`src/include/ssfr_defines.svh`:
```
// Register offsets, field positions and reset values of the transmit framing block
`ifndef SSFR_DEFINES_SVH
`define SSFR_DEFINES_SVH

`define SSFR_ADDR_CTRL        32'hF0010000
`define SSFR_ADDR_CLKDIV      32'hF0010004
`define SSFR_ADDR_TX_CLK_MODE 32'hF0010018
`define SSFR_ADDR_TX_FRM_MODE 32'hF001001C
`define SSFR_ADDR_RX_HOLDING  32'hF0010020
`define SSFR_ADDR_TX_HOLDING  32'hF0010024
`define SSFR_ADDR_TX_SYNC_HLD 32'hF0010034
`define SSFR_ADDR_STATUS      32'hF0010040
`define SSFR_ADDR_WPROT       32'hF00100E4

`define SSFR_F_CKS      1:0
`define SSFR_F_CKO      4:2
`define SSFR_B_CKI      5
`define SSFR_F_CKG      7:6
`define SSFR_F_START    11:8
`define SSFR_F_START_DELAY   23:16
`define SSFR_F_PERIOD   31:24

`define SSFR_F_WORD_BIT_COUNT   4:0
`define SSFR_B_IDLE_LINE_LEVEL   5
`define SSFR_B_MSB_FIRST_SELECT     7
`define SSFR_F_WORDS_PER_FRAME    11:8
`define SSFR_F_SYNC_PULSE_LENGTH    19:16
`define SSFR_F_SYNC_OUTPUT_SELECT     22:20
`define SSFR_B_SYNC_DATA_ENABLE    23
`define SSFR_B_SYNC_EDGE_SELECT   24
`define SSFR_F_FSLENX   31:28

`define SSFR_F_CLKDIV   11:0
`define SSFR_B_TXEN     0
`define SSFR_B_WRITE_PROTECT_ENABLE     0

`define SSFR_SR_TXRDY   0
`define SSFR_SR_TXEMPTY 1
`define SSFR_SR_RX_READY_FLAG   4
`define SSFR_SR_RX_OVERRUN_FLAG   5
`define SSFR_SR_TX_SYNC_EVENT   10
`define SSFR_SR_TXEN    16

`define SSFR_RESET_WORD 32'h00000000
`define SSFR_RESET_HALF 16'h0000
`define SSFR_RESET_DIV  12'h000

`endif

```
`src/include/ssfr_pkg.sv`:
```
// Types shared by the transmit framing block
package ssfr_pkg;
   typedef enum logic [1:0] {
      SSFR_IDLE,
      SSFR_LEAD,
      SSFR_DATA
   } ssfr_state_t;
endpackage : ssfr_pkg

```
`src/hdl/ssfr_sync.sv`:
```
// Two-flop synchroniser for the serial pins
`timescale 1ns/1ps
module ssfr_sync (
   input  wire logic       sys_clk,
   input  wire logic       sys_rst,
   input  wire logic [2:0] async_in,
   output logic      [2:0] sync_out
);
   logic [2:0] stage1;

   always_ff @(posedge sys_clk or posedge sys_rst) begin
      if (sys_rst) begin
         stage1   <= 3'h0;
         sync_out <= 3'h0;
      end else begin
         stage1   <= async_in;
         sync_out <= stage1;
      end
   end
endmodule : ssfr_sync

```
`src/hdl/ssfr_top.sv`:
```
// Transmit clock and frame logic with receive holding register, Avalon-MM slave
`timescale 1ns/1ps
`include "ssfr_defines.svh"

module ssfr_top (
   input  wire logic        sys_clk,
   input  wire logic        sys_rst,
   input  wire logic [31:0] avs_address,
   input  wire logic        avs_read,
   input  wire logic        avs_write,
   input  wire logic [31:0] avs_writedata,
   input  wire logic [3:0]  avs_byteenable,
   output logic      [31:0] avs_readdata,
   output logic             avs_waitrequest,
   input  wire logic        tx_clock_pin_in,
   output logic             tx_clock_pin_out,
   output logic             tx_clock_pin_oe,
   input  wire logic        tx_sync_pin_in,
   output logic             tx_sync_pin_out,
   output logic             tx_sync_pin_oe,
   output logic             tx_data_pin_out,
   output logic             tx_data_pin_oe,
   input  wire logic        rx_clock_pin_in,
   input  wire logic        rx_start,
   input  wire logic [31:0] received_word,
   input  wire logic        rx_word_valid
);
   logic [31:0]          tx_clock_mode;
   logic [31:0]          tx_frame_mode;
   logic [31:0]          rx_holding;
   logic [31:0]          tx_holding;
   logic [15:0]          tx_sync_holding;
   logic [11:0]          clk_div;
   logic                 tx_enable;
   logic                 write_protect_enable;
   logic                 tx_holding_full;
   logic                 rx_ready_flag;
   logic                 rx_overrun_flag;
   logic                 tx_sync_event;
   logic [2:0]           pins_sync;
   logic                 s_tk;
   logic                 s_tf;
   logic                 s_rk;
   logic [11:0]          div_cnt;
   logic                 div_clk;
   logic                 sel_clk;
   logic                 sel_prev;
   logic                 gate_ok;
   logic                 shift_en;
   logic                 samp_en;
   logic                 tf_smp;
   logic                 tf_old;
   logic                 rx_start_pend;
   logic [8:0]           per_cnt;
   logic                 per_tick;
   logic                 start_hit;
   logic                 frame_end;
   logic                 frame_go;
   ssfr_pkg::ssfr_state_t state;
   ssfr_pkg::ssfr_state_t next_state;
   logic [7:0]           dly_left;
   logic [7:0]           next_dly_left;
   logic [4:0]           bit_cnt;
   logic [4:0]           next_bit_cnt;
   logic [3:0]           word_left;
   logic [3:0]           next_word_left;
   logic                 next_load;
   logic [31:0]          word;
   logic [8:0]           sync_left;
   logic [8:0]           next_sync_left;
   logic [8:0]           fs_len;
   logic [8:0]           sync_idx;
   logic [4:0]           sync_last;
   logic                 next_td;
   logic                 next_tf;
   logic                 tf_toggle;
   logic                 tf_seen;
   logic                 tf_seen_prev;
   logic                 bus_req;
   logic                 bus_take;
   logic                 wr_take;
   logic                 rd_take;
   logic                 thr_write;
   logic                 rhr_read;
   logic                 sr_read;

   // Picks one bit of a word in the configured order
   function automatic logic bit_of(input logic [31:0] w, input logic [4:0] idx,
                                   input logic msb_first_select, input logic [4:0] last);
      logic [4:0] pos;
      pos = msb_first_select ? 5'(last - idx) : idx;
      return w[pos];
   endfunction : bit_of

   // Merges write data under byte enables
   function automatic logic [31:0] merge(input logic [31:0] old, input logic [31:0] wd,
                                         input logic [3:0] be);
      logic [31:0] r;
      r = old;
      for (int i = 0; i < 4; i++) begin
         if (be[i]) begin
            r[i*8 +: 8] = wd[i*8 +: 8];
         end
      end
      return r;
   endfunction : merge

   ssfr_sync u_sync (
      .sys_clk  (sys_clk),
      .sys_rst  (sys_rst),
      .async_in ({rx_clock_pin_in, tx_sync_pin_in, tx_clock_pin_in}),
      .sync_out (pins_sync)
   );

   assign s_tk = pins_sync[0];
   assign s_tf = pins_sync[1];
   assign s_rk = pins_sync[2];

   // Bus handshake: one wait cycle, then the access is taken
   assign bus_req   = avs_read | avs_write;
   assign bus_take  = bus_req & ~avs_waitrequest;
   assign wr_take   = bus_take & avs_write;
   assign rd_take   = bus_take & avs_read;
   assign thr_write = wr_take & (avs_address == `SSFR_ADDR_TX_HOLDING);
   assign rhr_read  = rd_take & (avs_address == `SSFR_ADDR_RX_HOLDING);
   assign sr_read   = rd_take & (avs_address == `SSFR_ADDR_STATUS);

   always_ff @(posedge sys_clk or posedge sys_rst) begin
      if (sys_rst) begin
         avs_waitrequest <= 1'b1;
      end else if (!avs_waitrequest) begin
         avs_waitrequest <= 1'b1;
      end else if (bus_req) begin
         avs_waitrequest <= 1'b0;
      end
   end

   always_ff @(posedge sys_clk or posedge sys_rst) begin
      if (sys_rst) begin
         avs_readdata <= `SSFR_RESET_WORD;
      end else if (avs_read && avs_waitrequest) begin
         avs_readdata <= `SSFR_RESET_WORD;
         unique case (avs_address)
            `SSFR_ADDR_CTRL:        avs_readdata[`SSFR_B_TXEN] <= tx_enable;
            `SSFR_ADDR_CLKDIV:      avs_readdata[`SSFR_F_CLKDIV] <= clk_div;
            `SSFR_ADDR_TX_CLK_MODE: avs_readdata <= tx_clock_mode;
            `SSFR_ADDR_TX_FRM_MODE: avs_readdata <= tx_frame_mode;
            `SSFR_ADDR_RX_HOLDING:  avs_readdata <= rx_holding;
            `SSFR_ADDR_TX_SYNC_HLD: avs_readdata[15:0] <= tx_sync_holding;
            `SSFR_ADDR_WPROT:       avs_readdata[`SSFR_B_WRITE_PROTECT_ENABLE] <= write_protect_enable;
            `SSFR_ADDR_STATUS: begin
               avs_readdata[`SSFR_SR_TXRDY]   <= ~tx_holding_full;
               avs_readdata[`SSFR_SR_TXEMPTY] <= ~tx_holding_full & (state == ssfr_pkg::SSFR_IDLE);
               avs_readdata[`SSFR_SR_RX_READY_FLAG]   <= rx_ready_flag;
               avs_readdata[`SSFR_SR_RX_OVERRUN_FLAG]   <= rx_overrun_flag;
               avs_readdata[`SSFR_SR_TX_SYNC_EVENT]   <= tx_sync_event;
               avs_readdata[`SSFR_SR_TXEN]    <= tx_enable;
            end
            default:                avs_readdata <= `SSFR_RESET_WORD;
         endcase
      end
   end

   // Configuration writes
   always_ff @(posedge sys_clk or posedge sys_rst) begin
      if (sys_rst) begin
         tx_clock_mode        <= `SSFR_RESET_WORD;
         tx_frame_mode        <= `SSFR_RESET_WORD;
         tx_sync_holding      <= `SSFR_RESET_HALF;
         clk_div              <= `SSFR_RESET_DIV;
         tx_enable            <= 1'b0;
         write_protect_enable <= 1'b0;
      end else if (wr_take) begin
         if (avs_address == `SSFR_ADDR_TX_CLK_MODE && !write_protect_enable) begin
            tx_clock_mode <= merge(tx_clock_mode, avs_writedata, avs_byteenable);
         end
         if (avs_address == `SSFR_ADDR_TX_FRM_MODE && !write_protect_enable) begin
            tx_frame_mode <= merge(tx_frame_mode, avs_writedata, avs_byteenable);
         end
         if (avs_address == `SSFR_ADDR_TX_SYNC_HLD) begin
            tx_sync_holding <= 16'(merge({16'h0000, tx_sync_holding}, avs_writedata, avs_byteenable));
         end
         if (avs_address == `SSFR_ADDR_CLKDIV) begin
            clk_div <= 12'(merge({20'h00000, clk_div}, avs_writedata, avs_byteenable));
         end
         if (avs_address == `SSFR_ADDR_CTRL && avs_byteenable[0]) begin
            tx_enable <= avs_writedata[`SSFR_B_TXEN];
         end
         if (avs_address == `SSFR_ADDR_WPROT && avs_byteenable[0]) begin
            write_protect_enable <= avs_writedata[`SSFR_B_WRITE_PROTECT_ENABLE];
         end
      end
   end

   // Transmit holding register; a bus write wins over a same-cycle load
   always_ff @(posedge sys_clk or posedge sys_rst) begin
      if (sys_rst) begin
         tx_holding      <= `SSFR_RESET_WORD;
         tx_holding_full <= 1'b0;
      end else if (thr_write) begin
         tx_holding      <= merge(tx_holding, avs_writedata, avs_byteenable);
         tx_holding_full <= 1'b1;
      end else if (shift_en && next_load) begin
         tx_holding_full <= 1'b0;
      end
   end

   // Receive holding register and its flags
   always_ff @(posedge sys_clk or posedge sys_rst) begin
      if (sys_rst) begin
         rx_holding      <= `SSFR_RESET_WORD;
         rx_ready_flag   <= 1'b0;
         rx_overrun_flag <= 1'b0;
      end else begin
         if (rx_word_valid) begin
            rx_holding <= received_word;
         end
         if (rx_word_valid) begin
            rx_ready_flag <= 1'b1;
         end else if (rhr_read) begin
            rx_ready_flag <= 1'b0;
         end
         if (rx_word_valid && rx_ready_flag && !rhr_read) begin
            rx_overrun_flag <= 1'b1;
         end else if (sr_read) begin
            rx_overrun_flag <= 1'b0;
         end
      end
   end

   // Divided clock
   always_ff @(posedge sys_clk or posedge sys_rst) begin
      if (sys_rst) begin
         div_cnt <= 12'h000;
         div_clk <= 1'b0;
      end else if (clk_div == 12'h000) begin
         div_cnt <= 12'h000;
      end else if (div_cnt >= 12'(clk_div - 12'h001)) begin
         div_cnt <= 12'h000;
         div_clk <= ~div_clk;
      end else begin
         div_cnt <= 12'(div_cnt + 12'h001);
      end
   end

   always_comb begin
      unique case (tx_clock_mode[`SSFR_F_CKS])
         2'h1:    sel_clk = s_rk;
         2'h2:    sel_clk = s_tk;
         default: sel_clk = div_clk;
      endcase
   end

   always_comb begin
      unique case (tx_clock_mode[`SSFR_F_CKG])
         2'h1:    gate_ok = ~s_tf;
         2'h2:    gate_ok = s_tf;
         default: gate_ok = 1'b1;
      endcase
   end

   assign shift_en = gate_ok & (tx_clock_mode[`SSFR_B_CKI] ? (sel_clk & ~sel_prev) : (~sel_clk & sel_prev));
   assign samp_en  = gate_ok & (tx_clock_mode[`SSFR_B_CKI] ? (~sel_clk & sel_prev) : (sel_clk & ~sel_prev));

   always_ff @(posedge sys_clk or posedge sys_rst) begin
      if (sys_rst) begin
         sel_prev <= 1'b0;
         tf_smp   <= 1'b0;
         tf_old   <= 1'b0;
      end else begin
         sel_prev <= sel_clk;
         if (samp_en) begin
            tf_smp <= s_tf;
            tf_old <= tf_smp;
         end
      end
   end

   // Receiver start is held until the next shift edge
   always_ff @(posedge sys_clk or posedge sys_rst) begin
      if (sys_rst) begin
         rx_start_pend <= 1'b0;
      end else if (rx_start) begin
         rx_start_pend <= 1'b1;
      end else if (shift_en) begin
         rx_start_pend <= 1'b0;
      end
   end

   assign per_tick = (tx_clock_mode[`SSFR_F_PERIOD] != 8'h00) && (per_cnt == {tx_clock_mode[`SSFR_F_PERIOD], 1'b1});

   always_ff @(posedge sys_clk or posedge sys_rst) begin
      if (sys_rst) begin
         per_cnt <= 9'h000;
      end else if (tx_clock_mode[`SSFR_F_PERIOD] == 8'h00) begin
         per_cnt <= 9'h000;
      end else if (shift_en) begin
         per_cnt <= per_tick ? 9'h000 : 9'(per_cnt + 9'h001);
      end
   end

   always_comb begin
      unique case (tx_clock_mode[`SSFR_F_START])
         4'h0:    start_hit = tx_holding_full;
         4'h1:    start_hit = rx_start_pend;
         4'h2:    start_hit = ~tf_smp;
         4'h3:    start_hit = tf_smp;
         4'h4:    start_hit = tf_old & ~tf_smp;
         4'h5:    start_hit = ~tf_old & tf_smp;
         4'h6:    start_hit = tf_old ^ tf_smp;
         4'h7:    start_hit = tf_old ^ tf_smp;
         default: start_hit = 1'b0;
      endcase
      if (tx_clock_mode[`SSFR_F_PERIOD] != 8'h00) begin
         start_hit = per_tick;
      end
   end

   assign fs_len    = 9'(tx_frame_mode[`SSFR_F_SYNC_PULSE_LENGTH]) + {1'b0, tx_frame_mode[`SSFR_F_FSLENX], 4'h0} + 9'h001;
   assign sync_last = (fs_len[8:4] != 5'h00) ? 5'h0F : 5'(fs_len - 9'h001);
   // frame end after the last bit of the last word
   assign frame_end = (state == ssfr_pkg::SSFR_DATA) && (bit_cnt == tx_frame_mode[`SSFR_F_WORD_BIT_COUNT])
                      && (word_left == 4'h0);
   assign frame_go  = tx_enable & start_hit & ((state == ssfr_pkg::SSFR_IDLE) | frame_end);

   always_comb begin
      next_state     = state;
      next_dly_left  = dly_left;
      next_bit_cnt   = bit_cnt;
      next_word_left = word_left;
      next_load      = 1'b0;
      next_sync_left = (sync_left != 9'h000) ? 9'(sync_left - 9'h001) : 9'h000;
      if (frame_go) begin
         next_sync_left = fs_len;
         if (tx_clock_mode[`SSFR_F_START_DELAY] == 8'h00) begin
            next_state     = ssfr_pkg::SSFR_DATA;
            next_load      = 1'b1;
            next_bit_cnt   = 5'h00;
            next_word_left = tx_frame_mode[`SSFR_F_WORDS_PER_FRAME];
         end else begin
            next_state    = ssfr_pkg::SSFR_LEAD;
            next_dly_left = tx_clock_mode[`SSFR_F_START_DELAY];
         end
      end else begin
         unique case (state)
            ssfr_pkg::SSFR_IDLE: begin
               next_state = ssfr_pkg::SSFR_IDLE;
            end
            ssfr_pkg::SSFR_LEAD: begin
               if (dly_left == 8'h01) begin
                  next_state     = ssfr_pkg::SSFR_DATA;
                  next_load      = 1'b1;
                  next_bit_cnt   = 5'h00;
                  next_word_left = tx_frame_mode[`SSFR_F_WORDS_PER_FRAME];
               end else begin
                  next_dly_left = 8'(dly_left - 8'h01);
               end
            end
            ssfr_pkg::SSFR_DATA: begin
               if (bit_cnt != tx_frame_mode[`SSFR_F_WORD_BIT_COUNT]) begin
                  next_bit_cnt = 5'(bit_cnt + 5'h01);
               end else if (word_left != 4'h0) begin
                  next_load      = 1'b1;
                  next_bit_cnt   = 5'h00;
                  next_word_left = 4'(word_left - 4'h1);
               end else begin
                  next_state = ssfr_pkg::SSFR_IDLE;
               end
            end
         endcase
      end
      sync_idx = 9'(fs_len - next_sync_left);
      // data line priority: data, sync data, idle level
      if (next_state == ssfr_pkg::SSFR_DATA) begin
         next_td = bit_of(next_load ? tx_holding : word, next_bit_cnt, tx_frame_mode[`SSFR_B_MSB_FIRST_SELECT],
                          tx_frame_mode[`SSFR_F_WORD_BIT_COUNT]);
      end else if (next_sync_left != 9'h000 && tx_frame_mode[`SSFR_B_SYNC_DATA_ENABLE] && sync_idx[8:4] == 5'h00) begin
         next_td = bit_of({16'h0000, tx_sync_holding}, sync_idx[4:0], tx_frame_mode[`SSFR_B_MSB_FIRST_SELECT], sync_last);
      end else begin
         next_td = tx_frame_mode[`SSFR_B_IDLE_LINE_LEVEL];
      end
      unique case (tx_frame_mode[`SSFR_F_SYNC_OUTPUT_SELECT])
         3'h1:    next_tf = (next_sync_left == 9'h000);
         3'h2:    next_tf = (next_sync_left != 9'h000);
         3'h3:    next_tf = (next_state == ssfr_pkg::SSFR_IDLE);
         3'h4:    next_tf = (next_state != ssfr_pkg::SSFR_IDLE);
         3'h5:    next_tf = tf_toggle ^ frame_go;
         default: next_tf = 1'b0;
      endcase
   end

   // Transmit engine, advanced on shift edges
   always_ff @(posedge sys_clk or posedge sys_rst) begin
      if (sys_rst) begin
         state           <= ssfr_pkg::SSFR_IDLE;
         dly_left        <= 8'h00;
         bit_cnt         <= 5'h00;
         word_left       <= 4'h0;
         word            <= `SSFR_RESET_WORD;
         sync_left       <= 9'h000;
         tf_toggle       <= 1'b0;
         tx_data_pin_out <= 1'b0;
         tx_sync_pin_out <= 1'b0;
      end else if (shift_en) begin
         state           <= next_state;
         dly_left        <= next_dly_left;
         bit_cnt         <= next_bit_cnt;
         word_left       <= next_word_left;
         sync_left       <= next_sync_left;
         tf_toggle       <= tf_toggle ^ frame_go;
         tx_data_pin_out <= next_td;
         tx_sync_pin_out <= next_tf;
         if (next_load) begin
            word <= tx_holding;
         end
      end
   end

   // Pin directions and driven clock
   always_ff @(posedge sys_clk or posedge sys_rst) begin
      if (sys_rst) begin
         tx_clock_pin_out <= 1'b0;
         tx_clock_pin_oe  <= 1'b0;
         tx_sync_pin_oe   <= 1'b0;
         tx_data_pin_oe   <= 1'b0;
      end else begin
         tx_clock_pin_oe  <= (tx_clock_mode[`SSFR_F_CKO] == 3'h1) | (tx_clock_mode[`SSFR_F_CKO] == 3'h2);
         tx_clock_pin_out <= sel_clk & ((tx_clock_mode[`SSFR_F_CKO] != 3'h2) | (state != ssfr_pkg::SSFR_IDLE));
         tx_sync_pin_oe   <= (tx_frame_mode[`SSFR_F_SYNC_OUTPUT_SELECT] != 3'h0);
         tx_data_pin_oe   <= 1'b1;
      end
   end

   // sync edge flag, set wins over read clear
   assign tf_seen = tx_sync_pin_oe ? tx_sync_pin_out : s_tf;

   always_ff @(posedge sys_clk or posedge sys_rst) begin
      if (sys_rst) begin
         tf_seen_prev  <= 1'b0;
         tx_sync_event <= 1'b0;
      end else begin
         tf_seen_prev <= tf_seen;
         if (tx_frame_mode[`SSFR_B_SYNC_EDGE_SELECT] ? (tf_seen_prev & ~tf_seen) : (~tf_seen_prev & tf_seen)) begin
            tx_sync_event <= 1'b1;
         end else if (sr_read) begin
            tx_sync_event <= 1'b0;
         end
      end
   end
endmodule : ssfr_top

```
`config.mk`:
```
export PLATFORM = sky130hd
export DESIGN_NAME = ssfr_top
export DESIGN_NICKNAME = d
export VERILOG_FILES = /design/src/include/ssfr_pkg.sv /design/src/hdl/ssfr_sync.sv /design/src/hdl/ssfr_top.sv
export VERILOG_INCLUDE_DIRS = /design/src /design/src/include
export SDC_FILE = /design/constraint.sdc
export NUM_CORES = 1
export LEC_CHECK = 0
export ABC_AREA = 1
export BUFFER_PORTS_ARGS = -buffer_cell sky130_fd_sc_hd__buf_2
export CAP_MARGIN = 20
export CORE_MARGIN = 3
export CORE_UTILIZATION = 56
export CTS_BUF_LIST = sky130_fd_sc_hd__clkbuf_4
export CTS_CLUSTER_SIZE = 25
export DETAILED_ROUTE_END_ITERATION = 7
export PLACE_DENSITY = 0.79
export SLEW_MARGIN = 0
export SYNTH_ARGS = -nofsm -noshare
export SYNTH_HDL_FRONTEND = slang
export SYNTH_SLANG_ARGS = --single-unit
```
`constraint.sdc`:
```
create_clock -name sys_clk -period 8.5 [get_ports sys_clk]
set_input_delay 0.425 -clock sys_clk [delete_from_list [all_inputs] [get_ports sys_clk]]
set_output_delay 0.425 -clock sys_clk [all_outputs]
set_load 0.03 [all_outputs]
```
## Word-level counts from Yosys, hierarchy flattened

Index checks and enable logic that the tools add are counted.

| word-level totals | value |
|---|---|
| register bits | 295 |
| latch bits | 0 |
| bits in writable memories | 0 |
| ROM bits | 0 |
| bits of input ports | 109 |
| output and inout port bits | 39 |
| logic and storage cells | 277 |
| memories kept | 0 |

| cells by class | value |
|---|---|
| add/subtract/negate cells | 13 |
| multiply operators | 0 |
| divide/modulo/power cells | 0 |
| magnitude comparators | 3 |
| eq/ne operators | 41 |
| shifts and indexed selects | 0 |
| mux-type cells | 75 |
| bitwise operators | 35 |
| reductions and logical operators | 62 |

Operator list:

| kind | number |
|---|---|
| $eq 32x32->1 const B | 9 |
| $mux 9 | 5 |
| $pmux 15 s3 | 1 |
| $mux 5 | 8 |
| $reduce_and 3->1 | 12 |
| $mux 32 | 1 |
| $mux 8 | 4 |
| $mux 1 | 25 |
| $mux 12 | 2 |
| $mux 4 | 5 |
| $pmux 4 s5 | 1 |
| $add 9x1->9 const B | 2 |
| $and 1x1->1 | 18 |
| $reduce_bool 2->1 | 9 |
| $reduce_bool 9->1 | 2 |
| $eq 4x3->1 const B | 4 |
| $logic_not 8->1 | 2 |
| $pmux 4 s4 | 1 |
| $reduce_and 2->1 | 7 |
| $logic_and 1x1->1 | 13 |
| $add 12x1->12 const B | 1 |
| $ge 12x12->1 | 1 |
| $logic_not 12->1 | 1 |
| $lt 5x6->1 const B | 2 |
| 52 further kinds | 93 |

## Longest topological paths before layout

Gate-level depths: netlist of run 1.

| depth | value |
|---|---|
| depth after elaboration | 14 |
| gate-level depth with buffers | 28 |
| depth with buffers taken out | 27 |

## Modules after synthesis

A second synthesis of run 1 with hierarchy kept.

| unflattened totals | value |
|---|---|
| cell total of the unflattened synthesis | 2090 |
| area total of the unflattened synthesis | 16214.3 um2 |

Modules (own cells, without submodules):

| module | instances | cells each | area an instance (um2) | seq. area each (um2) |
|---|---|---|---|---|
| ssfr_top | 1 | 2083 | 16060.4 | 7233.2 |
| ssfr_sync | 1 | 7 | 153.9 | 150.1 |

## Worst setup path before layout of run 1

Ideal clock, no wire load.

| timing | value |
|---|---|
| kind | register to register |
| start point | reg state[0] |
| end point | reg tx_data_pin_out |
| library setup time | 0.122 ns |
| arrival time | 4.213 ns |
| data required time | 8.378 ns |
| slack | 4.165 ns |
| stages on the path, launching flop included | 24 |
| buffers on the path | 1 |
| clock period less this slack | 4.335 ns |
| cell sequence | dfrtp_1 -> inv_1 -> ha_1 -> inv_1 -> nor2_1 -> nand4_4 -> nand2_4 -> nand3_4 -> buf_6 -> nand3_1 -> o21ai_2 -> ha_1 -> inv_1 -> fa_1 -> fa_1 -> o21ai_1 -> o21bai_1 -> o22ai_1 -> mux2_2 -> mux2_2 -> nand3_1 -> nand3_1 -> a21oi_1 -> a21oi_1 |

| on the way | value |
|---|---|
| longest elaborated chain between the ends | 13 |
| elaborated cells between the ends (all ways) | 34 |
| those cells by class | add/sub: 3; eq/ne: 3; mux: 19; bitwise: 2; reduce/logical: 7 |

RTL lines:

| element | RTL line | source |
|---|---|---|
| start: declaration | ssfr_top.sv:59 | `ssfr_pkg::ssfr_state_t state;` |
| start signal: assignment | ssfr_top.sv:395 | `state <= ssfr_pkg::SSFR_IDLE;` |
| start signal: assignment | ssfr_top.sv:405 | `state <= next_state;` |
| $eq 2x2->1 | ssfr_top.sv:322 | `` assign frame_end = (state == ssfr_pkg::SSFR_DATA) && (bit_cnt == tx_frame_mode[`SSFR_F_WORD_BIT_COUNT]) `` |
| $logic_and 1x1->1 (2 in a row) | ssfr_top.sv:322 |  |
| $or 1x1->1 * | ssfr_top.sv:324 | `assign frame_go = tx_enable & start_hit & ((state == ssfr_pkg::SSFR_IDLE) \| frame_end);` |
| $and 1x1->1 * | ssfr_top.sv:324 |  |
| $mux 9 * | ssfr_top.sv:333 | `if (frame_go) begin` |
| named net next_sync_left[0] | ssfr_top.sv:70 | `logic [8:0] next_sync_left;` |
| $sub 9x9->9 | ssfr_top.sv:372 | `sync_idx = 9'(fs_len - next_sync_left);` |
| $sub 5x5->5 | ssfr_top.sv:91 | `pos = msb_first_select ? 5'(last - idx) : idx;` |
| $mux 5 | ssfr_top.sv:91 |  |
| $bmux 1 s5 | ssfr_top.sv:92 | `return w[pos];` |
| $mux 1 (implied by the code) | ssfr_top.sv:92 |  |
| $mux 1 * | ssfr_top.sv:377 | `` end else if (next_sync_left != 9'h000 && tx_frame_mode[`SSFR_B_SYNC_DATA_ENABLE] && sync_idx[8:4] == 5'h00) be ... `` |
| $mux 1 * | ssfr_top.sv:374 | `if (next_state == ssfr_pkg::SSFR_DATA) begin` |
| end signal: assignment | ssfr_top.sv:411 | `tx_data_pin_out <= next_td;` |
| end: declaration | ssfr_top.sv:21 | `output logic tx_data_pin_out,` |

Mark *: on every way through the listed nets, which the timed path passes. The rest lies on a longest branch. The select of a mux whose other input is x is not followed.
A chain may end at the register's enable or synchronous reset.

## Final worst setup path of run 1

Same ends and word-level chain as after synthesis.

==> out/metrics.yaml, run 1 <==
status: "complete, no violations"
fp-row-count: 61
grt.overflow.total: 0
power_leakage_nw: 9.08
dp_hpwl_mm: 35.3
clkTransAtPathRegs_ns: 0.07
pwr-share-seq_pct: 51.2
crit_slowest_cell: "fa_1"
ys_top_cells_by_area: "dfrtp_1, nand2_1, o21ai_0, inv_1, nand3_1"
synth-seq-cells: 295
rsz0062_at_grt: "false"
placed_area_um2: 17000
switching_power_uw: 721
post-route-cell-area_um2: 18400
async_flop_share_pct: 100
post-route-util_pct: 65.7
max_slew.worst_pin.slew_ns: 1.02
grt_usage_pct: 31.7
hp-start: "avs_writedata[27]"
cpPeakStageDelay_ns: 0.50
final_cell_mix: "nand2_1, o21ai_0, dfrtp_1, inv_1, buf_2"
cts_tree: "yes"
synth_ff_type: "dfrtp_1"
worstPathArrival_ns: 5.68
drv_slew: 0
met1Wirelength_mm: 20.5
fp.dieH_um: 175
crit_family: "adder cells"
swShare_pct: 25.9
fin_ws_ns: 3.39
internal_power_mw: 2.06
grt_pass1_vias: 14523
wire_per_inst_um: 17.9
hold_viol_final: 0
syn_area_um2: 16000
dr_wl_met3_mm: 3.93
cp-start-kind: "flip-flop"
ios: 148
root_buffer: "clkbuf_4"
ir_worst_vdd_mv: 0.148
period_needed_ns: 5.11
drtPass1Iterations: 5
clockBufferDepth: 3
finalSetupViolCount: 0
vias: 15317
required_ns: 9.07
worst-path-buf-inv: 3
dp_slack_ns: 3.46
p_per_area_nw_per_um2: 151
io_buffers: 147
initialDrtViolationCount: 1640
path_max_fanout: 36
grt_pass1_wl_mm: 77.2
crit_chain: "inv_1 > ha_1 > inv_1 > nor2_1 > nand4_4 > nand2_4 > nand3_4 > o21ai_2 > ha_1 > inv_1 > fa_1 > fa_1 > o21ai_1 > a21oi_1 > o21ai_0 > o21ai_0 > mux2_2 > mux2_2 > nand3_1 > nand3_1 > a21oi_1 > a21oi_1"
synth.yosys.warnings: 0
finalSetupTns_ns: 0
synth_nets: 2246
cts_setup_buffers: 0
slew_headroom_pct: 32.1
synth_cell_types: 61
regArea_um2: 7380
grt_max_degree: 122
synth_edf_count: 0
end_kind: "flip-flop"
worstSetupPathType: "flip-flop to flip-flop"
multiInputGateArea_um2: 7310
vias_per_cell: 5.60
syn_area_per_cell_um2: 7.69
syn_to_final_growth_pct: 14.6
num-nets-final: 2452
critPathLaunch: "state[0]$_DFFE_PP0P_"
synth_top_area_share_pct: 45.8
ant_nets: 0
fin_crit_sh_pct: 60.1
cts_made_buffers: 80
r2r_start: "state[0]$_DFFE_PP0P_"
antenna_found_initial: 1
clk_latency_ns: 0.71
drc_errors: 0
core_um2: 28000
fin_skew_ns: 0.0406
gp_congestion: 0.960
initial_core_util_pct: 57.3
routed_wl_mm: 48.8
layout-drive-gt1-share_pct: 14.1
p_clk_share_pct: 43.9
synth.yosys.seq_area_share_pct: 46.0
routed.top_layer: "met4"
nFillCells: 2420
layout_commonest_cell: "nand2_1"
die_w_um: 175
clkSinkCount: 295
ctsResizeCount: 0
synth_cells: 2087
route.met2.wl_mm: 23.2
die_area_um2: 30700
htreeDepth: 3
cap_violations: 0
max_freq_mhz: 196
synth_top_cell_by_area: "dfrtp_1"
hold_class: "input port to flip-flop"
p_comb_share_pct: 4.9
## metal layers
metal | track usage (%) | vias up
met2 | 51.5 | 716
met4 | 9.71 | 0
met3 | 5.73 | 108
met1 | 43.6 | 7229
met5 | 0 | -
li1 | - | 7264
## synthesized netlist by cell type, types with 2 or more instances
| library cell | n |
|---|---|
| nand2_1 | 573 |
| o21ai_0 | 297 |
| dfrtp_1 | 294 |
| inv_1 | 258 |
| nand3_1 | 122 |
| nor2_1 | 108 |
| a21oi_1 | 54 |
| ha_1 | 47 |
| clkbuf_1 | 45 |
| nor3_1 | 38 |
| o22ai_1 | 29 |
| xor2_1 | 28 |
| buf_2 | 18 |
| nand4_1 | 16 |
| inv_2 | 13 |
| o21ai_1 | 12 |
| nor4_1 | 11 |
| xnor2_1 | 9 |
| a211oi_1 | 8 |
| or2_2 | 8 |
| a31oi_1 | 7 |
| nand2_2 | 6 |
| nand3b_1 | 6 |
| nor2_2 | 6 |
| a22o_1 | 5 |
| buf_6 | 5 |
| clkinv_1 | 5 |
| mux2_2 | 5 |
| o211ai_1 | 5 |
| a2111oi_0 | 3 |
| a221oi_1 | 3 |
| fa_1 | 3 |
| nand2_4 | 3 |
| nor3b_1 | 3 |
| a21o_1 | 2 |
| a31o_2 | 2 |
| a32o_1 | 2 |
| buf_4 | 2 |
| o21a_1 | 2 |
| o21bai_1 | 2 |
| or2_1 | 2 |
## metrics by stage
step	total power, mW	hold slack (ns)	std cells
final	2.78	0.0431	2733
after CTS	2.80	0.00384	2731
after detailed placement	1.57	0.338	2548
after global routing	2.90	0.0363	2733
after floorplan	1.51	0.331	2087
after global placement	1.57	0.344	2548
## area by class of cell
cell class,count,area share (%)
antenna,1,0.0136
tap,378,2.57
inverter,276,5.65
multi-input combinational,1446,39.7
sequential,295,40.1
clock buffer,108,4.41
timing repair buffer,194,6.64
clock inverter,35,0.884
## state kept, by name, summed over array words and instances, names as in the netlist, 12 cells and up
name,count
avs_readdata,32
tx_clock_mode,32
tx_sync_holding,16
tx_frame_mode,32
clk_div,12
div_cnt,12
tx_holding,32
rx_holding,32
word,32
## final timing paths
| kind | cells after the start | endpoint | slack [ns] |
|---|---|---|---|
| max in group asynchronous | 5 | avs_readdata[19]$_DFFE_PP0P_ | 6.15 |
| hold / removal | 3 | tx_holding[27]$_DFFE_PP0P_ | 0.04 |
| setup reg to reg | 22 | tx_data_pin_out$_DFFE_PP0P_ | 3.39 |
| min in group asynchronous | 3 | div_cnt[2]$_DFF_PP0_ | 0.39 |
| setup / recovery | 22 | tx_data_pin_out$_DFFE_PP0P_ | 3.39 |
| hold reg to reg | 0 | u_sync.sync_out[1]$_DFF_PP0_ | 0.35 |
## worst register-to-register path: stages (launching register included)
cell and delay, ns:
dfrtp_1 0.40, inv_1 0.11, ha_1 0.28, inv_1 0.14
nor2_1 0.21, nand4_4 0.14, nand2_4 0.12, nand3_4 0.37
o21ai_2 0.37, ha_1 0.19, inv_1 0.05, fa_1 0.50
fa_1 0.49, o21ai_1 0.41, a21oi_1 0.07, o21ai_0 0.10
o21ai_0 0.12, mux2_2 0.27, mux2_2 0.26, nand3_1 0.08
nand3_1 0.08, a21oi_1 0.15, a21oi_1 0.08
## power by group through the flow
| stage | clock network [mW] | registers, mW | logic, mW |
|---|---|---|---|
| global placement | 0 | 1.45 | 0.116 |
| finish | 1.22 | 1.42 | 0.136 |
| detailed placement | 0 | 1.45 | 0.118 |
| global route | 1.32 | 1.43 | 0.152 |
| CTS | 1.25 | 1.42 | 0.133 |
| floorplan | 0 | 1.45 | 0.0566 |
## what timing repair did
item | 4_1_cts | 5_1_grt
hold buffers | 40 | 0
endpoints found under the hold margin | 70 | 0
setup endpoints to repair | 0 | 0
## logic make-up after synthesis
family                     share of synthesized area (%)
adders and majority gates                           4.04
xor gates and xnor gates                            2.02
buffers and inverters                               8.51
muxes                                              0.351
DFF                                                 46.0
other                                             0.0234
and+or+nand+nor                                     24.2
AOI/OAI and AO/OA                                   14.8
Note: power is estimated with default switching activity, not from simulation.
==> run 2, diff against run 1 <==
==> constraint.sdc (replaced) <==
create_clock -name sys_clk -period 4.4 [get_ports sys_clk]
set_input_delay 0.22 -clock sys_clk [delete_from_list [all_inputs] [get_ports sys_clk]]
set_output_delay 0.22 -clock sys_clk [all_outputs]
set_load 0.03 [all_outputs]
==> run 2 against run 1 <==
Against the previous run: hold slack better by 0.034 ns; sequential power up 94%; critical path depth unchanged; power up 98%; via count up 3.2%; global-route usage up 1.2 points; largest power group unchanged.
==> out/metrics.yaml, run 2 (synthesis gave the netlist of run 1 again) <==
post-route-util_pct: 68.6  # +2.9 points
finalSetupViolCount: 0  # unchanged
htreeDepth: 3  # unchanged
status: "complete, no violations"
num-nets-final: 2519  # +2.7%
clkSinkCount: 295  # unchanged
worstSetupPathType: "flip-flop to flip-flop"
regArea_um2: 7390  # about the same
drv_slew: 0  # unchanged
nFillCells: 2271  # -6.2%
vias_per_cell: 5.67  # +1.1%
grt_pass1_wl_mm: 81.0  # +4.9%
initial_core_util_pct: 57.3  # unchanged
p_per_area_nw_per_um2: 287  # +90%
cts_made_buffers: 82  # +2.5%
io_buffers: 147  # unchanged
layout-drive-gt1-share_pct: 16.3  # +2.3 points
multiInputGateArea_um2: 7500  # +2.7%
routed_wl_mm: 50.3  # +3.0%
instances_no_fill: 2788  # +2.0%
grt_usage_pct: 32.9  # +1.2 points
max_freq_mhz: 235  # +20%
die_w_um: 175  # unchanged
cts_tree: "yes"
ant_nets: 0  # unchanged
clkTransAtPathRegs_ns: 0.07  # about the same
layout_commonest_cell: "nand2_1"
required_ns: 4.98  # -4.09 ns
dp_hpwl_mm: 35.1  # -0.48%
cap_violations: 0  # unchanged
syn_to_final_growth_pct: 19.8
grt_pass1_vias: 15481  # +6.6%
hold_viol_final: 0  # unchanged
root_buffer: "clkbuf_4"
post-route-cell-area_um2: 19200  # +4.5%
power_leakage_nw: 9.43  # +3.8%
period_needed_ns: 4.26  # -0.856 ns
clk_latency_ns: 0.70  # about the same
dp_cells: 2568  # +0.78%
vias: 15800  # +3.2%
final_cell_mix: "nand2_1, dfrtp_1, o21ai_0, inv_1, buf_2"
core_um2: 28000  # unchanged
hold_class: "input port to flip-flop"
hold_slack_ns: 0.0771  # +0.0341 ns
initialDrtViolationCount: 1637  # -0.18%
ir_worst_vdd_mv: 0.220  # +49%
die_area_um2: 30700  # unchanged
fin_ws_ns: 0.144  # -3.24 ns
dp_slack_ns: -0.0883  # -3.54 ns
ios: 148  # unchanged
placed_area_um2: 17200  # +0.96%
drtPass1Iterations: 5  # unchanged
grt.overflow.total: 0  # unchanged
path_max_fanout: 8  # -78%
cp-start-kind: "flip-flop"
max_slew.worst_pin.slew_ns: 1.14  # +0.122 ns
gp_congestion: 0.973  # +1.4%
finalSetupTns_ns: 0  # unchanged
fp.dieH_um: 175  # unchanged
wire_per_inst_um: 18.0  # +0.94%
clockBufferDepth: 3  # unchanged
end_kind: "flip-flop"
fp-row-count: 61  # unchanged
hp-start: "avs_address[3]"
fin_crit_sh_pct: 96.7  # +37 points
power_mw: 5.52  # +98%
critPathLaunch: "tf_old$_DFFE_PP0P_"
slew_headroom_pct: 24.0  # -8.1 points
worstPathArrival_ns: 4.84  # -0.84 ns
fin_skew_ns: 0.0434  # +0.00278 ns
r2r_start: "tf_old$_DFFE_PP0P_"
grt_max_degree: 182  # +49%
drc_errors: 0  # unchanged
antenna_found_initial: 2  # +1
[run 2: critical path, stage by stage, from the launching register on]
cell and delay, ns:
dfrtp_1 0.43, ha_4 0.26, nor2_2 0.09, nor2_1 0.05, o21ai_1 0.09, nand3_1 0.14, nand2_4 0.10, nand3_4 0.11
o21ai_2 0.18, ha_2 0.19, inv_2 0.04, fa_1 0.59, fa_1 0.46, o21ai_4 0.25, a21oi_1 0.06, o21ai_0 0.09
o21ai_1 0.11, mux2_4 0.28, mux2_4 0.27, nand3_2 0.06, nand3_2 0.06, a21oi_2 0.15, a21oi_2 0.07
[run 2: path summary, 6_finish.rpt]
path | to | slack, ns | cells after the start
setup / recovery | tx_data_pin_out$_DFFE_PP0P_ | 0.14 | 22
hold / removal | tx_holding_full$_DFFE_PP0P_ | 0.08 | 6
setup reg to reg | tx_data_pin_out$_DFFE_PP0P_ | 0.14 | 22
hold reg to reg | u_sync.sync_out[0]$_DFF_PP0_ | 0.36 | 0
max in group asynchronous | tx_holding[18]$_DFFE_PP0P_ | 3.14 | 4
min in group asynchronous | div_cnt[0]$_DFF_PP0_ | 0.23 | 4
[run 2: timing repair]
| action | 4_1_cts | 5_1_grt |
|---|---|---|
| hold endpoints to repair | 460 | 0 |
| endpoints found under the setup margin | 1 | 1 |
| pin swaps | 0 | 24 |
| gates resized for setup | 1 | 56 |
| buffers inserted | 0 | 7 |
| hold buffers | 78 | 0 |
[run 2: per-layer routing]
metal	vias up	GRT usage, %	share of wire (%)	routed length [µm]
met3	153	6.74	8.9	4470
met1	7476	44.8	40	20400
met5	-	0	0.026	13
met2	771	51.9	46	23300
met4	2	13.3	4.2	2090
li1	7398	-	-	-
[run 2: power breakdown]
group	total, mW	switching (mW)	internal [mW]
Sequential	2.75	0.00964	2.74
Combinational	0.292	0.184	0.108
Clock	2.47	1.17	1.30
Total	5.52	1.37	4.15
[run 2: cell type report]
| type | count | area share [%] |
|---|---|---|
| Clock inverter | 20 | 0.742 |
| Multi-Input combinational cell | 1446 | 39.0 |
| Tap cell | 378 | 2.46 |
| Inverter | 276 | 5.41 |
| Timing Repair Buffer | 259 | 9.49 |
| Antenna cell | 1 | 0.0130 |
| Clock buffer | 113 | 4.41 |
| Sequential cell | 295 | 38.4 |
